## config.mk

```make
export PLATFORM = sky130hd
export DESIGN_NAME = tcc16_regs
export DESIGN_NICKNAME = d
export VERILOG_FILES = /design/src/tcc16_pkg.sv /design/src/tcc16_regs.sv
export VERILOG_INCLUDE_DIRS = /design/src
export SDC_FILE = /design/constraint.sdc
export NUM_CORES = 1
export LEC_CHECK = 0
export BUFFER_PORTS_ARGS = -buffer_cell sky130_fd_sc_hd__buf_2
export CORE_UTILIZATION = 50
export CTS_CLUSTER_SIZE = 28
export DETAILED_ROUTE_END_ITERATION = 16
export PLACE_DENSITY = 0.73
export SYNTH_ARGS = -nofsm -noshare
export SYNTH_HDL_FRONTEND = slang
export SYNTH_SLANG_ARGS = --single-unit
```

## constraint.sdc

```tcl
create_clock -name clk -period 3.4 [get_ports clk]
set_clock_uncertainty 0.1 [all_clocks]
set_input_delay 0.17 -clock clk [delete_from_list [all_inputs] [get_ports clk]]
set_output_delay 0.17 -clock clk [all_outputs]
set_load 0.05 [all_outputs]
```

## src/tcc16_cfg.svh

```systemverilog
`ifndef TCC16_CFG_SVH
`define TCC16_CFG_SVH
// Function
// RULE1 - Each compare value is compared against its timer's counter value all the time.
// RULE2 - A compare match can raise a compare interrupt and toggle the compare output pin.
// RULE3 - Compare value writes pass through a high-byte latch so both bytes land together.
// RULE4 - One high-byte latch serves every 16-bit register of the block.
// RULE5 - Capture value reads use that latch so both bytes come from one captured value.
// RULE6 - The capture value serves as the counter top when the waveform mode selects it.
// RULE7 - Mask bits are capture 5, compare C 3, compare B 2, compare A 1 and overflow 0.
// RULE8 - Mask bits 7, 6 and 4 read zero and ignore writes, and every register resets to zero.
// RULE9 - An event request needs its mask bit, the global interrupt flag and its event flag.
// RULE10 - A compare flag sets on the timer tick after the tick on which the counter matched.
// RULE11 - Event flags clear when their vector executes or when software writes a one.
// RULE12 - The capture flag sets on a capture pin event or when the counter hits a capture top.

// ****************************************
// Register indexes (byte address is four times the index)
// ****************************************
`define TCC_IDX_MASK1      10'h06F
`define TCC_IDX_MASK3      10'h071
`define TCC_IDX_MASK4      10'h072
`define TCC_IDX_MASK5      10'h073
`define TCC_IDX_CAP1_LO    10'h086
`define TCC_IDX_CAP1_HI    10'h087
`define TCC_IDX_CAP3_LO    10'h096
`define TCC_IDX_CAP3_HI    10'h097
`define TCC_IDX_CAP4_LO    10'h0A6
`define TCC_IDX_CAP4_HI    10'h0A7
`define TCC_IDX_CMP4C_LO   10'h0AC
`define TCC_IDX_CMP4C_HI   10'h0AD
`define TCC_IDX_CAP5_LO    10'h126
`define TCC_IDX_CAP5_HI    10'h127
`define TCC_IDX_CMP5A_LO   10'h128
`define TCC_IDX_CMP5A_HI   10'h129
`define TCC_IDX_CMP5B_LO   10'h12A
`define TCC_IDX_CMP5B_HI   10'h12B
`define TCC_IDX_CMP5C_LO   10'h12C
`define TCC_IDX_CMP5C_HI   10'h12D
`define TCC_IDX_FLAG1      10'h140
`define TCC_IDX_FLAG3      10'h141
`define TCC_IDX_FLAG4      10'h142
`define TCC_IDX_FLAG5      10'h143
`define TCC_IDX_PINCFG     10'h144

// ****************************************
// Fields and values
// ****************************************
`define TCC_BIT_CAP        3'h5
`define TCC_BIT_CMPC       3'h3
`define TCC_BIT_CMPB       3'h2
`define TCC_BIT_CMPA       3'h1
`define TCC_BIT_OVF        3'h0
`define TCC_EVT_BITS       8'h2F
`define TCC_PINCFG_BITS    8'h0F
`define TCC_RESET_BYTE     8'h00
`define TCC_RESET_WORD     16'h0000
`define TCC_FULL_TOP       16'hFFFF
`define TCC_MODE_CAPTOP_A  4'hC
`define TCC_MODE_CAPTOP_B  4'hE
`endif

```

## src/tcc16_pkg.sv

```systemverilog
package tcc16_pkg;
   typedef enum logic [2:0] {
      TCC_K_NONE = 3'b000,
      TCC_K_MASK = 3'b001,
      TCC_K_CAP  = 3'b010,
      TCC_K_CMP  = 3'b011,
      TCC_K_FLAG = 3'b100,
      TCC_K_PCFG = 3'b101
   } tcc_kind_t;

   typedef struct packed {
      tcc_kind_t  kind;
      logic [1:0] unit;
      logic       hi;
   } tcc_dec_t;

   typedef enum logic {
      TCC_ST_IDLE = 1'b0,
      TCC_ST_ANS  = 1'b1
   } tcc_apb_st_t;

   typedef struct packed {
      logic       valid;
      logic [1:0] timer;
      logic [2:0] bit_sel;
   } tcc_ack_t;

   typedef struct packed {
      logic [3:0]       tick;
      logic [3:0][15:0] count;
      logic [3:0][3:0]  mode;
      logic [3:0]       ovf_evt;
      logic [3:0][2:0]  ext_cmp_evt;
   } tcc_timer_in_t;
endpackage

```

## src/tcc16_regs.sv

```systemverilog
// Implementation choice: the APB register port.
`include "tcc16_cfg.svh"

module tcc16_regs (
   input  wire logic                     clk,
   input  wire logic                     reset,
   input  wire logic                     psel,
   input  wire logic                     penable,
   input  wire logic                     pwrite,
   input  wire logic [11:0]              paddr,
   input  wire logic [31:0]              pwdata,
   input  wire logic [3:0]               pstrb,
   output logic      [31:0]              prdata,
   output logic                          pready,
   output logic                          pslverr,
   input  wire tcc16_pkg::tcc_timer_in_t timer_in,
   input  wire logic [3:0]               capture_input_pin,
   input  wire logic                     global_irq_enable,
   input  wire tcc16_pkg::tcc_ack_t      vector_ack,
   output logic [3:0]                    compare_output_pin,
   output logic [3:0]                    compare_match,
   output logic [3:0][15:0]              counter_top,
   output logic [3:0][7:0]               event_irq_req,
   output logic                          irq
);
   import tcc16_pkg::*;

   // ****************************************
   // Address decode
   // ****************************************
   function automatic tcc_dec_t decode(input logic [9:0] idx);
      tcc_dec_t d;
      d = '{kind: TCC_K_NONE, unit: 2'h0, hi: 1'b0};
      unique case (idx)
         `TCC_IDX_MASK1:    d = '{TCC_K_MASK, 2'h0, 1'b0};
         `TCC_IDX_MASK3:    d = '{TCC_K_MASK, 2'h1, 1'b0};
         `TCC_IDX_MASK4:    d = '{TCC_K_MASK, 2'h2, 1'b0};
         `TCC_IDX_MASK5:    d = '{TCC_K_MASK, 2'h3, 1'b0};
         `TCC_IDX_CAP1_LO:  d = '{TCC_K_CAP, 2'h0, 1'b0};
         `TCC_IDX_CAP1_HI:  d = '{TCC_K_CAP, 2'h0, 1'b1};
         `TCC_IDX_CAP3_LO:  d = '{TCC_K_CAP, 2'h1, 1'b0};
         `TCC_IDX_CAP3_HI:  d = '{TCC_K_CAP, 2'h1, 1'b1};
         `TCC_IDX_CAP4_LO:  d = '{TCC_K_CAP, 2'h2, 1'b0};
         `TCC_IDX_CAP4_HI:  d = '{TCC_K_CAP, 2'h2, 1'b1};
         `TCC_IDX_CAP5_LO:  d = '{TCC_K_CAP, 2'h3, 1'b0};
         `TCC_IDX_CAP5_HI:  d = '{TCC_K_CAP, 2'h3, 1'b1};
         `TCC_IDX_CMP4C_LO: d = '{TCC_K_CMP, 2'h0, 1'b0};
         `TCC_IDX_CMP4C_HI: d = '{TCC_K_CMP, 2'h0, 1'b1};
         `TCC_IDX_CMP5A_LO: d = '{TCC_K_CMP, 2'h1, 1'b0};
         `TCC_IDX_CMP5A_HI: d = '{TCC_K_CMP, 2'h1, 1'b1};
         `TCC_IDX_CMP5B_LO: d = '{TCC_K_CMP, 2'h2, 1'b0};
         `TCC_IDX_CMP5B_HI: d = '{TCC_K_CMP, 2'h2, 1'b1};
         `TCC_IDX_CMP5C_LO: d = '{TCC_K_CMP, 2'h3, 1'b0};
         `TCC_IDX_CMP5C_HI: d = '{TCC_K_CMP, 2'h3, 1'b1};
         `TCC_IDX_FLAG1:    d = '{TCC_K_FLAG, 2'h0, 1'b0};
         `TCC_IDX_FLAG3:    d = '{TCC_K_FLAG, 2'h1, 1'b0};
         `TCC_IDX_FLAG4:    d = '{TCC_K_FLAG, 2'h2, 1'b0};
         `TCC_IDX_FLAG5:    d = '{TCC_K_FLAG, 2'h3, 1'b0};
         `TCC_IDX_PINCFG:   d = '{TCC_K_PCFG, 2'h0, 1'b0};
         default:           d = '{TCC_K_NONE, 2'h0, 1'b0};
      endcase
      return d;
   endfunction

   // Compare channel k belongs to timer CMP_TMR[k], flag bit CMP_BIT[k]
   localparam logic [3:0][1:0] CMP_TMR = {2'h3, 2'h3, 2'h3, 2'h2};
   localparam logic [3:0][2:0] CMP_BIT = {`TCC_BIT_CMPC, `TCC_BIT_CMPB,
                                          `TCC_BIT_CMPA, `TCC_BIT_CMPC};

   // ****************************************
   // State
   // ****************************************
   tcc_apb_st_t      st_ff,      nxt_st;
   logic [31:0]      prdata_ff,  nxt_prdata;
   logic [7:0]       temp_ff,    nxt_temp;
   logic [7:0]       pincfg_ff,  nxt_pincfg;
   logic [3:0][7:0]  mask_ff,    nxt_mask;
   logic [3:0][7:0]  flag_ff,    nxt_flag;
   logic [3:0][15:0] cap_ff,     nxt_cap;
   logic [3:0][15:0] cmp_ff,     nxt_cmp;
   logic [3:0]       pend_ff,    nxt_pend;
   logic [3:0]       pin_ff,     nxt_pin;
   logic [3:0]       icp_ff,     nxt_icp;

   tcc_dec_t         dec;
   logic             done;
   logic             wr_en;
   logic             rd_done;
   logic [7:0]       wbyte;
   logic [3:0]       cmp_eq;
   logic [3:0]       cap_top;
   logic [3:0]       cap_evt;
   logic [3:0]       top_hit;
   logic [3:0][7:0]  evt_set;

   assign dec     = decode(paddr[11:2]);
   assign pready  = (st_ff == TCC_ST_ANS);
   assign done    = psel && penable && pready;
   assign wr_en   = done && pwrite && pstrb[0] && (dec.kind != TCC_K_NONE);
   assign rd_done = done && !pwrite;
   assign wbyte   = pwdata[7:0];
   assign pslverr = pready && (dec.kind == TCC_K_NONE);
   assign prdata  = prdata_ff;

   // ****************************************
   // Compare, capture and event sources
   // ****************************************
   genvar g;
   generate
      for (g = 0; g < 4; g++) begin : g_unit
         // RULE1 continuous equality
         assign cmp_eq[g] = (cmp_ff[g] == timer_in.count[CMP_TMR[g]]);
         // RULE6 capture as top
         assign cap_top[g] = (timer_in.mode[g] == `TCC_MODE_CAPTOP_A) ||
                             (timer_in.mode[g] == `TCC_MODE_CAPTOP_B);
         assign counter_top[g] = cap_top[g] ? cap_ff[g] : `TCC_FULL_TOP;
         // RULE12 capture flag sources
         assign cap_evt[g] = capture_input_pin[g] && !icp_ff[g] && !cap_top[g];
         assign top_hit[g] = cap_top[g] && timer_in.tick[g] &&
                             (timer_in.count[g] == cap_ff[g]);
         // RULE9 gated request
         assign event_irq_req[g] = flag_ff[g] & mask_ff[g] & {8{global_irq_enable}};
      end
   endgenerate

   assign compare_output_pin = pin_ff;
   assign compare_match      = pend_ff;
   assign irq                = |event_irq_req;

   always_comb begin
      evt_set = '0;
      // RULE7 flag bit positions
      for (int t = 0; t < 4; t++) begin
         evt_set[t][`TCC_BIT_OVF]  = timer_in.ovf_evt[t];
         evt_set[t][`TCC_BIT_CMPA] = timer_in.ext_cmp_evt[t][0];
         evt_set[t][`TCC_BIT_CMPB] = timer_in.ext_cmp_evt[t][1];
         evt_set[t][`TCC_BIT_CMPC] = timer_in.ext_cmp_evt[t][2];
         evt_set[t][`TCC_BIT_CAP]  = cap_evt[t] || top_hit[t];
      end
      // RULE10 flag one tick late
      for (int k = 0; k < 4; k++) begin
         if (pend_ff[k] && timer_in.tick[CMP_TMR[k]]) begin
            evt_set[CMP_TMR[k]][CMP_BIT[k]] = 1'b1;
         end
      end
   end

   // ****************************************
   // Next-state logic
   // ****************************************
   always_comb begin
      nxt_st     = st_ff;
      nxt_prdata = prdata_ff;
      nxt_temp   = temp_ff;
      nxt_pincfg = pincfg_ff;
      nxt_mask   = mask_ff;
      nxt_flag   = flag_ff;
      nxt_cap    = cap_ff;
      nxt_cmp    = cmp_ff;
      nxt_pend   = pend_ff;
      nxt_pin    = pin_ff;
      nxt_icp    = capture_input_pin;

      // One wait state so read data leaves a flip-flop
      unique case (st_ff)
         TCC_ST_IDLE: begin
            if (psel && penable) begin
               nxt_st     = TCC_ST_ANS;
               nxt_prdata = '0;
               unique case (dec.kind)
                  TCC_K_MASK: nxt_prdata[7:0] = mask_ff[dec.unit];
                  TCC_K_FLAG: nxt_prdata[7:0] = flag_ff[dec.unit];
                  TCC_K_PCFG: nxt_prdata[7:0] = pincfg_ff;
                  // RULE5 high byte from latch
                  TCC_K_CAP:  nxt_prdata[7:0] = dec.hi ? temp_ff : cap_ff[dec.unit][7:0];
                  TCC_K_CMP:  nxt_prdata[7:0] = dec.hi ? cmp_ff[dec.unit][15:8] :
                                                         cmp_ff[dec.unit][7:0];
                  TCC_K_NONE: nxt_prdata = '0;
               endcase
            end
         end
         TCC_ST_ANS: nxt_st = TCC_ST_IDLE;
      endcase

      // RULE5 low read latches high byte
      if (rd_done && dec.kind == TCC_K_CAP && !dec.hi) begin
         nxt_temp = cap_ff[dec.unit][15:8];
      end

      if (wr_en) begin
         unique case (dec.kind)
            // RULE8 reserved mask bits stay zero
            TCC_K_MASK: nxt_mask[dec.unit] = wbyte & `TCC_EVT_BITS;
            // RULE11 write one clears
            TCC_K_FLAG: nxt_flag[dec.unit] = flag_ff[dec.unit] & ~(wbyte & `TCC_EVT_BITS);
            TCC_K_PCFG: nxt_pincfg = wbyte & `TCC_PINCFG_BITS;
            // RULE4 one shared latch
            TCC_K_CAP, TCC_K_CMP: begin
               if (dec.hi) begin
                  nxt_temp = wbyte;
               end else if (dec.kind == TCC_K_CAP) begin
                  nxt_cap[dec.unit] = {temp_ff, wbyte};
               end else begin
                  // RULE3 both bytes at once
                  nxt_cmp[dec.unit] = {temp_ff, wbyte};
               end
            end
            TCC_K_NONE: nxt_pincfg = pincfg_ff;
         endcase
      end

      // RULE11 vector clears its flag
      if (vector_ack.valid) begin
         nxt_flag[vector_ack.timer][vector_ack.bit_sel] = 1'b0;
      end

      for (int t = 0; t < 4; t++) begin
         // Capture event beats a software write in the same cycle
         if (cap_evt[t]) begin
            nxt_cap[t] = timer_in.count[t];
         end
         // Set wins over any clear
         nxt_flag[t] = nxt_flag[t] | evt_set[t];
      end

      for (int k = 0; k < 4; k++) begin
         if (timer_in.tick[CMP_TMR[k]]) begin
            nxt_pend[k] = cmp_eq[k];
            // RULE2 waveform toggle on match
            if (cmp_eq[k] && pincfg_ff[k]) begin
               nxt_pin[k] = !pin_ff[k];
            end
         end
      end
   end

   // ****************************************
   // Registers
   // ****************************************
   always_ff @(posedge clk) begin
      if (reset) begin
         // RULE8 all registers reset to zero
         st_ff     <= TCC_ST_IDLE;
         prdata_ff <= '0;
         temp_ff   <= `TCC_RESET_BYTE;
         pincfg_ff <= `TCC_RESET_BYTE;
         mask_ff   <= {4{`TCC_RESET_BYTE}};
         flag_ff   <= {4{`TCC_RESET_BYTE}};
         cap_ff    <= {4{`TCC_RESET_WORD}};
         cmp_ff    <= {4{`TCC_RESET_WORD}};
         pend_ff   <= '0;
         pin_ff    <= '0;
         icp_ff    <= '0;
      end else begin
         st_ff     <= nxt_st;
         prdata_ff <= nxt_prdata;
         temp_ff   <= nxt_temp;
         pincfg_ff <= nxt_pincfg;
         mask_ff   <= nxt_mask;
         flag_ff   <= nxt_flag;
         cap_ff    <= nxt_cap;
         cmp_ff    <= nxt_cmp;
         pend_ff   <= nxt_pend;
         pin_ff    <= nxt_pin;
         icp_ff    <= nxt_icp;
      end
   end

   logic wr_cmp5a_lo;
   logic rd_cap1_lo;
   logic wr_cap3_hi;
   assign wr_cmp5a_lo = wr_en && paddr[11:2] == `TCC_IDX_CMP5A_LO;
   assign rd_cap1_lo  = rd_done && paddr[11:2] == `TCC_IDX_CAP1_LO;
   assign wr_cap3_hi  = wr_en && paddr[11:2] == `TCC_IDX_CAP3_HI;
endmodule

```

==> results_dict.tcl, run 1 <==
set metrics [dict create \
    startpoint_type "flop" \
    worst_skew_pair.late_latency_ps 530 \
    seq_area_um2 4260 \
    fin_util_pct 63.0 \
    synth_simple_gate_area_share_pct 28.1 \
    dr_total_vias 13852 \
    areaGrowthSynthToFinish_pct 23.8 \
    synth_top_flop_cell "dfxtp_1" \
    dieWidth_um 165 \
    switchingPower_mw 1.88 \
    postRouteAntennaNets 0 \
    synth_cell_types 73 \
    cts_setup_buffers 0 \
    drt-total-wl_mm 50.9 \
    pwr-share-comb_pct 15.8 \
    status "finished clean" \
    final-setup-viol-count 0 \
    finalCritPeriodShare_pct 87.8 \
    synth_top_family_by_area "simple AND/OR/NAND/NOR gates" \
    design.core.area_um2 26100 \
    die_h_um 165 \
    nFillCells 2230 \
    dieArea_um2 27200 \
    place.gp.congestion 0.990 \
    crit_fanout 9 \
    post_route_cells_drive_above_1_share_pct 21.8 \
    arrival_ps 3300 \
    pwr-share-clk_pct 43.5 \
    crit_slowest_cell "dlygate4sd3_1" \
    grt_max_degree 215 \
    leakagePower_nw 6.44 \
    slew_viol_final 0 \
    portBuffers 233 \
    end_kind "flop" \
    syn-instance-count 1640 \
    irDropWorstVdd_v 0.000310 \
    worstPathRequired_ps 3720 \
    cts_tree "done" \
    synth_fa_ha_area_share_pct 0 \
    grt_setup_unrepaired "no" \
    maxCapViolations 0 \
    cts.repair.resized 0 \
    cts_made_buffers 24 \
    syn_area_um2 13300 \
    cts_max_level 1 \
    grt_use_total_pct 36.6 \
    clock-sinks 213 \
    ctsLongestPathBuffers 3 \
    max_stage_delay_ps 620 \
    grt_pass1_vias 12858 \
    switching_share_pct 28.5 \
    avgSynthCellArea_um2 8.08 \
    overflow 0 \
    synth_seq_cells 213 \
    cts.reportedPaths.clkPinSlew_ps 60 \
    first_pass_iters 7 \
    num_rows 59 \
    power_density_nw_per_um2 403 \
    antenna_cells 0 \
    hold_violations 0 \
    instances_no_fill 2270 \
    holdCritPathClass "input port to flop" \
    synth-xor-area-share_pct 8.79 \
    synth_mux_area_share_pct 12.0 \
    synth_edf_count 0 \
    ys_async_sr_fraction_pct 0 \
    dp.final_hpwl_mm 35.4 \
    tns_ps 0 \
    initial_utilization_pct 50.9 \
    ys_warn_count 0 \
    fmax_mhz 335 \
    critical_path_buf_inv_count 3 \
    drc 0 \
    layout_common_cells "buf_2 (232), dfxtp_1 (213), nand2_1 (196), nor2_1 (179), mux2i_1 (137)" \
    first_iter_violations 1549 \
    dp_cells 2128 \
    sequentialPowerShare_pct 40.7 \
    cts-root-buf "clkbuf_16" \
    critPathTopFamily "simple AND/OR/NAND/NOR gates" \
    p_int_mw 4.72 \
    grt_pass1_wl_mm 75.0 \
    synth_compound_area_share_pct 12.7 \
    cts_hold_buf 98 \
    wl_per_cell_um 22.4 \
    max_slew_margin_pct 25.5 \
    crit_type "flop to flop" \
    num-nets-final 2081 \
    path_cells "and3_1, nand3_1, buf_4, nor2_2, nand2_1, buf_4, nand2_1, a311oi_1, dlygate4sd3_1" \
    tightest_slew_ps 1120 \
    viasPerCell 6.10 \
    seq_area_frac_synth_pct 32.2 \
    layout_commonest_cell "buf_2" \
    io_pins 303 \
    grt_antenna_before_repair 0 \
    period_needed_ps 2980 \
    multi_input_area_um2 8300 \
]
final cells by class:
| cell class | count | area share (%) |
|---|---|---|
| Sequential cell | 213 | 26.0 |
| Tap cell | 335 | 2.55 |
| Inverter | 3 | 0.0686 |
| Timing Repair Buffer | 379 | 15.5 |
| Multi-Input combinational cell | 1296 | 50.6 |
| Clock buffer | 33 | 4.30 |
| Clock inverter | 11 | 1.01 |
cells in the mapped netlist (4+ instances only):
master / count / area, um^2
o21ai_0: 19 / 95.1
nor2b_1: 14 / 87.6
nand2b_1: 16 / 100
mux2i_1: 137 / 1370
and3_1: 26 / 163
a32oi_1: 5 / 43.8
clkbuf_1: 91 / 342
buf_4: 40 / 300
o21bai_1: 8 / 60.1
nand2_1: 197 / 739
and4_1: 6 / 52.6
and2_1: 12 / 75.1
dfxtp_1: 213 / 4260
a31oi_1: 23 / 144
nand4_1: 28 / 175
nor2_1: 181 / 679
o21ba_2: 4 / 40.0
a311oi_1: 33 / 289
nor4_1: 15 / 93.8
buf_1: 5 / 18.8
o22ai_1: 12 / 75.1
or3_1: 6 / 37.5
nor3_1: 30 / 150
a21boi_0: 5 / 37.5
mux2_2: 5 / 56.3
and3b_1: 4 / 35.0
nand3b_1: 23 / 173
mux4_2: 6 / 135
a21oi_1: 34 / 170
xor2_1: 32 / 280
nor3b_1: 12 / 90.1
xnor2_1: 101 / 885
buf_2: 24 / 120
a21o_1: 5 / 37.5
a221oi_1: 8 / 70.1
or2_2: 70 / 438
a211oi_1: 46 / 345
nand3_1: 87 / 435
metal layers:
layer / vias to the layer above / global-route usage, % / part of all wire (%)
met1: 6490 / 47.4 / 39
met5: - / 0 / 0
met2: 898 / 58.1 / 45
met3: 181 / 5.42 / 9.8
met4: 0 / 20.4 / 5.8
li1: 6283 / - / -
final timing paths:
path / start / to / slack, ps / cells after the start
worst min register to register: flag_ff[28] / flag_ff[28] / 360 / 2
worst min-delay path: timer_in[90] / cap_ff[58] / 10 / 3
worst max register to register: pready / cap_ff[6] / 420 / 9
worst max-delay path: pready / cap_ff[6] / 420 / 9
metrics by stage:
| stage | power, mW | worst slack (ps) | area (um^2) | hold slack [ps] |
|---|---|---|---|---|
| final | 6.61 | 416 | 16400 | 14.6 |
| after global routing | 6.78 | 189 | 16400 | 19.2 |
| after CTS | 6.58 | 473 | 16400 | 0.218 |
| after detailed placement | 3.67 | 323 | 14600 | 304 |
| after global placement | 3.66 | 369 | 14600 | 301 |
| after floorplan | 3.38 | 600 | 13400 | 198 |
worst min-delay path, delay by kind of cell:
kind                   cells  cell delay (ps)
AOI/OAI and AO/OA          1               90
muxes                      1              150
buffers and inverters      1              170
power by group through the flow:
stage	Clock, mW	Combinational (mW)	Sequential (mW)
2_1_floorplan	0	0.690	2.69
3_3_place_gp	0	0.919	2.74
3_5_place_dp	0	0.929	2.74
4_1_cts	2.88	1.02	2.68
5_1_grt	2.98	1.11	2.69
6_report	2.87	1.05	2.69
sequential cells by signal, summed over array words and instances, names as in the netlist:
register,count
cap_ff,64
compare_match,4
compare_output_pin,4
mask_ff,20
pready,1
cmp_ff,64
prdata,8
pincfg_ff,4
flag_ff,32
temp_ff,8
icp_ff,4
cell families (layout without fill, tap and decap cells):
group	Yosys count	after routing
AND/OR/NAND/NOR	744	744
AO/OA/AOI/OAI	233	233
flip-flops	213	213
buffers and inverters	166	426
multiplexers	150	150
XOR/XNOR	133	133
other	1	36
No activity file was read; power rests on OpenSTA's default activity.
==> inputs of run 2 (changes only) <==
Settings changed: BUFFER_PORTS_ARGS -buffer_cell sky130_fd_sc_hd__buf_2 to default, DONT_BUFFER_PORTS from default to 1, PLACE_DENSITY 0.73 to 0.63.
==> run 2 against run 1 <==
Against the previous run:
- maximum frequency is 8.3% lower
- total power is 7.6% lower
- routed wire length is 0.87% higher
- cell area is 5.4% lower
- register-to-register slack worse by 30 ps
- sequential share of layout area is 1.5 points higher
- largest cell class unchanged
- largest power group is now registers
- highest routed layer is now met5
==> results_dict.tcl, run 2 (synthesized netlist as in run 1, its figures left out) <==
set metrics [dict create \
    status "finished clean" \
    post_route_cells_drive_above_1_share_pct 10.1 \
    worst_skew_pair.late_latency_ps 530 \
    max_slew_margin_pct 35.7 \
    max_stage_delay_ps 650 \
    overflow 0 \
    layout_common_cells "dfxtp_1 (213), nand2_1 (196), nor2_1 (179), dlygate4sd3_1 (144), mux2i_1 (137)" \
    first_iter_violations 1414 \
    viasPerCell 6.29 \
    dieArea_um2 27200 \
    io_pins 303 \
    leakagePower_nw 5.68 \
    reg2reg_setup_slack_ps 390 \
    tightest_slew_ps 962 \
    irDropWorstVdd_v 0.000299 \
    largestRegisters "cap_ff (64), cmp_ff (64), flag_ff (32)" \
    arrival_ps 3570 \
    critical_path_buf_inv_count 4 \
    grt_use_total_pct 36.5 \
    final-setup-viol-count 0 \
    cts.reportedPaths.clkPinSlew_ps 60 \
    critPathTopFamily "buffers and inverters" \
    dp.final_hpwl_mm 34.8 \
    power_density_nw_per_um2 393 \
    dieWidth_um 165 \
    initial_utilization_pct 50.9 \
    dr_total_vias 13027 \
    crit_slowest_cell "dlygate4sd3_1" \
    drt-total-wl_mm 51.3 \
    holdCritPathClass "input port to flop" \
    wl_per_cell_um 24.8 \
    tns_ps 0 \
    cts_made_buffers 25 \
    grt_antenna_before_repair 1 \
    die_h_um 165 \
    period_needed_ps 3250 \
    path_cells "dlygate4sd3_1, inv_1, nand3_1, a21o_1, and2_4, nand2_1, nor3_4, buf_4, mux2i_1, a211oi_1, dlygate4sd3_1" \
    cts_tree "done" \
    clock-sinks 213 \
    multi_input_area_um2 8320 \
    grt_setup_unrepaired "no" \
    areaGrowthSynthToFinish_pct 17.1 \
    grt_pass1_vias 11988 \
    crit_fanout 16 \
    end_kind "flop" \
    cts_setup_buffers 0 \
    first_pass_iters 5 \
    maxCapViolations 0 \
    cts-root-buf "clkbuf_16" \
    layout_commonest_cell "dfxtp_1" \
    portBuffers 0 \
    slew_viol_final 0 \
    design.core.area_um2 26100 \
    grt_max_degree 193 \
    num-nets-final 1886 \
    hold_violations 0 \
    grt_pass1_wl_mm 74.2 \
    fmax_mhz 307 \
    crit_top_cell "dlygate4sd3_1" \
    crit_type "input port to flop" \
    drc 0 \
    finalCritPeriodShare_pct 95.7 \
    ctsLongestPathBuffers 3 \
    place.gp.congestion 0.958 \
    startpoint_type "input port" \
    seq_area_um2 4260 \
    worstPathRequired_ps 3710 \
    fin_util_pct 59.6 \
    nFillCells 2360 \
    num_rows 59 \
    cts_max_level 1 \
    postRouteAntennaNets 0 \
]
[run 2: cell type report]
cell class              instances  area share (%)
diodes                          1          0.0161
clock inverters                 4           0.129
multi-input cells            1297            53.6
flip-flops and latches        213            27.5
repair buffers                182            11.3
clock buffers                  37            4.64
inverters                       3          0.0726
well taps                     335            2.70
[run 2: final timing paths]
check | from | end | depth (start not counted)
worst max-delay path | paddr[2] | cap_ff[39] | 11
worst min-delay path | vector_ack[3] | flag_ff[6] | 3
worst max register to register | pready | flag_ff[21] | 8
worst min register to register | flag_ff[12] | flag_ff[12] | 2
[run 2: worst reg2reg max path, cell delays in order (launching register included)]
cell and delay, ps:
dfxtp_1 360, and3_1 180, nand3_1 320, nor2_1 450, nand3_1 330, and2_1 270, o21ai_0 180, a31oi_1 110
dlygate4sd3_1 600
[run 2: power breakdown]
group,total [mW],internal (mW),switching (mW)
combinational,0.891,0.343,0.548
sequential,2.69,2.58,0.113
clock,2.53,1.45,1.08
total,6.11,4.37,1.74
[run 2: routing by layer]
metal | share of wire, % | track usage [%] | up-vias
met5 | 0.025 | 0 | -
met4 | 4.9 | 16.5 | 2
met3 | 11 | 6.93 | 163
met2 | 45 | 57.8 | 798
met1 | 39 | 48.0 | 6186
li1 | - | - | 5878
[run 2: repair_timing]
item,4_1_cts,5_1_grt
gates resized for setup,0,1
endpoints found under the hold margin,210,0
hold buffers,145,0
setup endpoints to repair,0,6
[run 2: per-stage QoR]
step | cells | setup slack [ps] | instance area (um^2) | hold WS [ps] | total power [mW]
3_3_place_gp | 1884 | 493 | 13300 | 172 | 3.40
6_report | 2072 | 146 | 15500 | 1.31 | 6.11
5_1_grt | 2071 | 96.4 | 15500 | 27.1 | 6.28
3_5_place_dp | 1884 | 487 | 13300 | 175 | 3.41
2_1_floorplan | 1675 | 600 | 13400 | 198 | 3.38
4_1_cts | 2070 | 127 | 15500 | 1.80 | 6.08
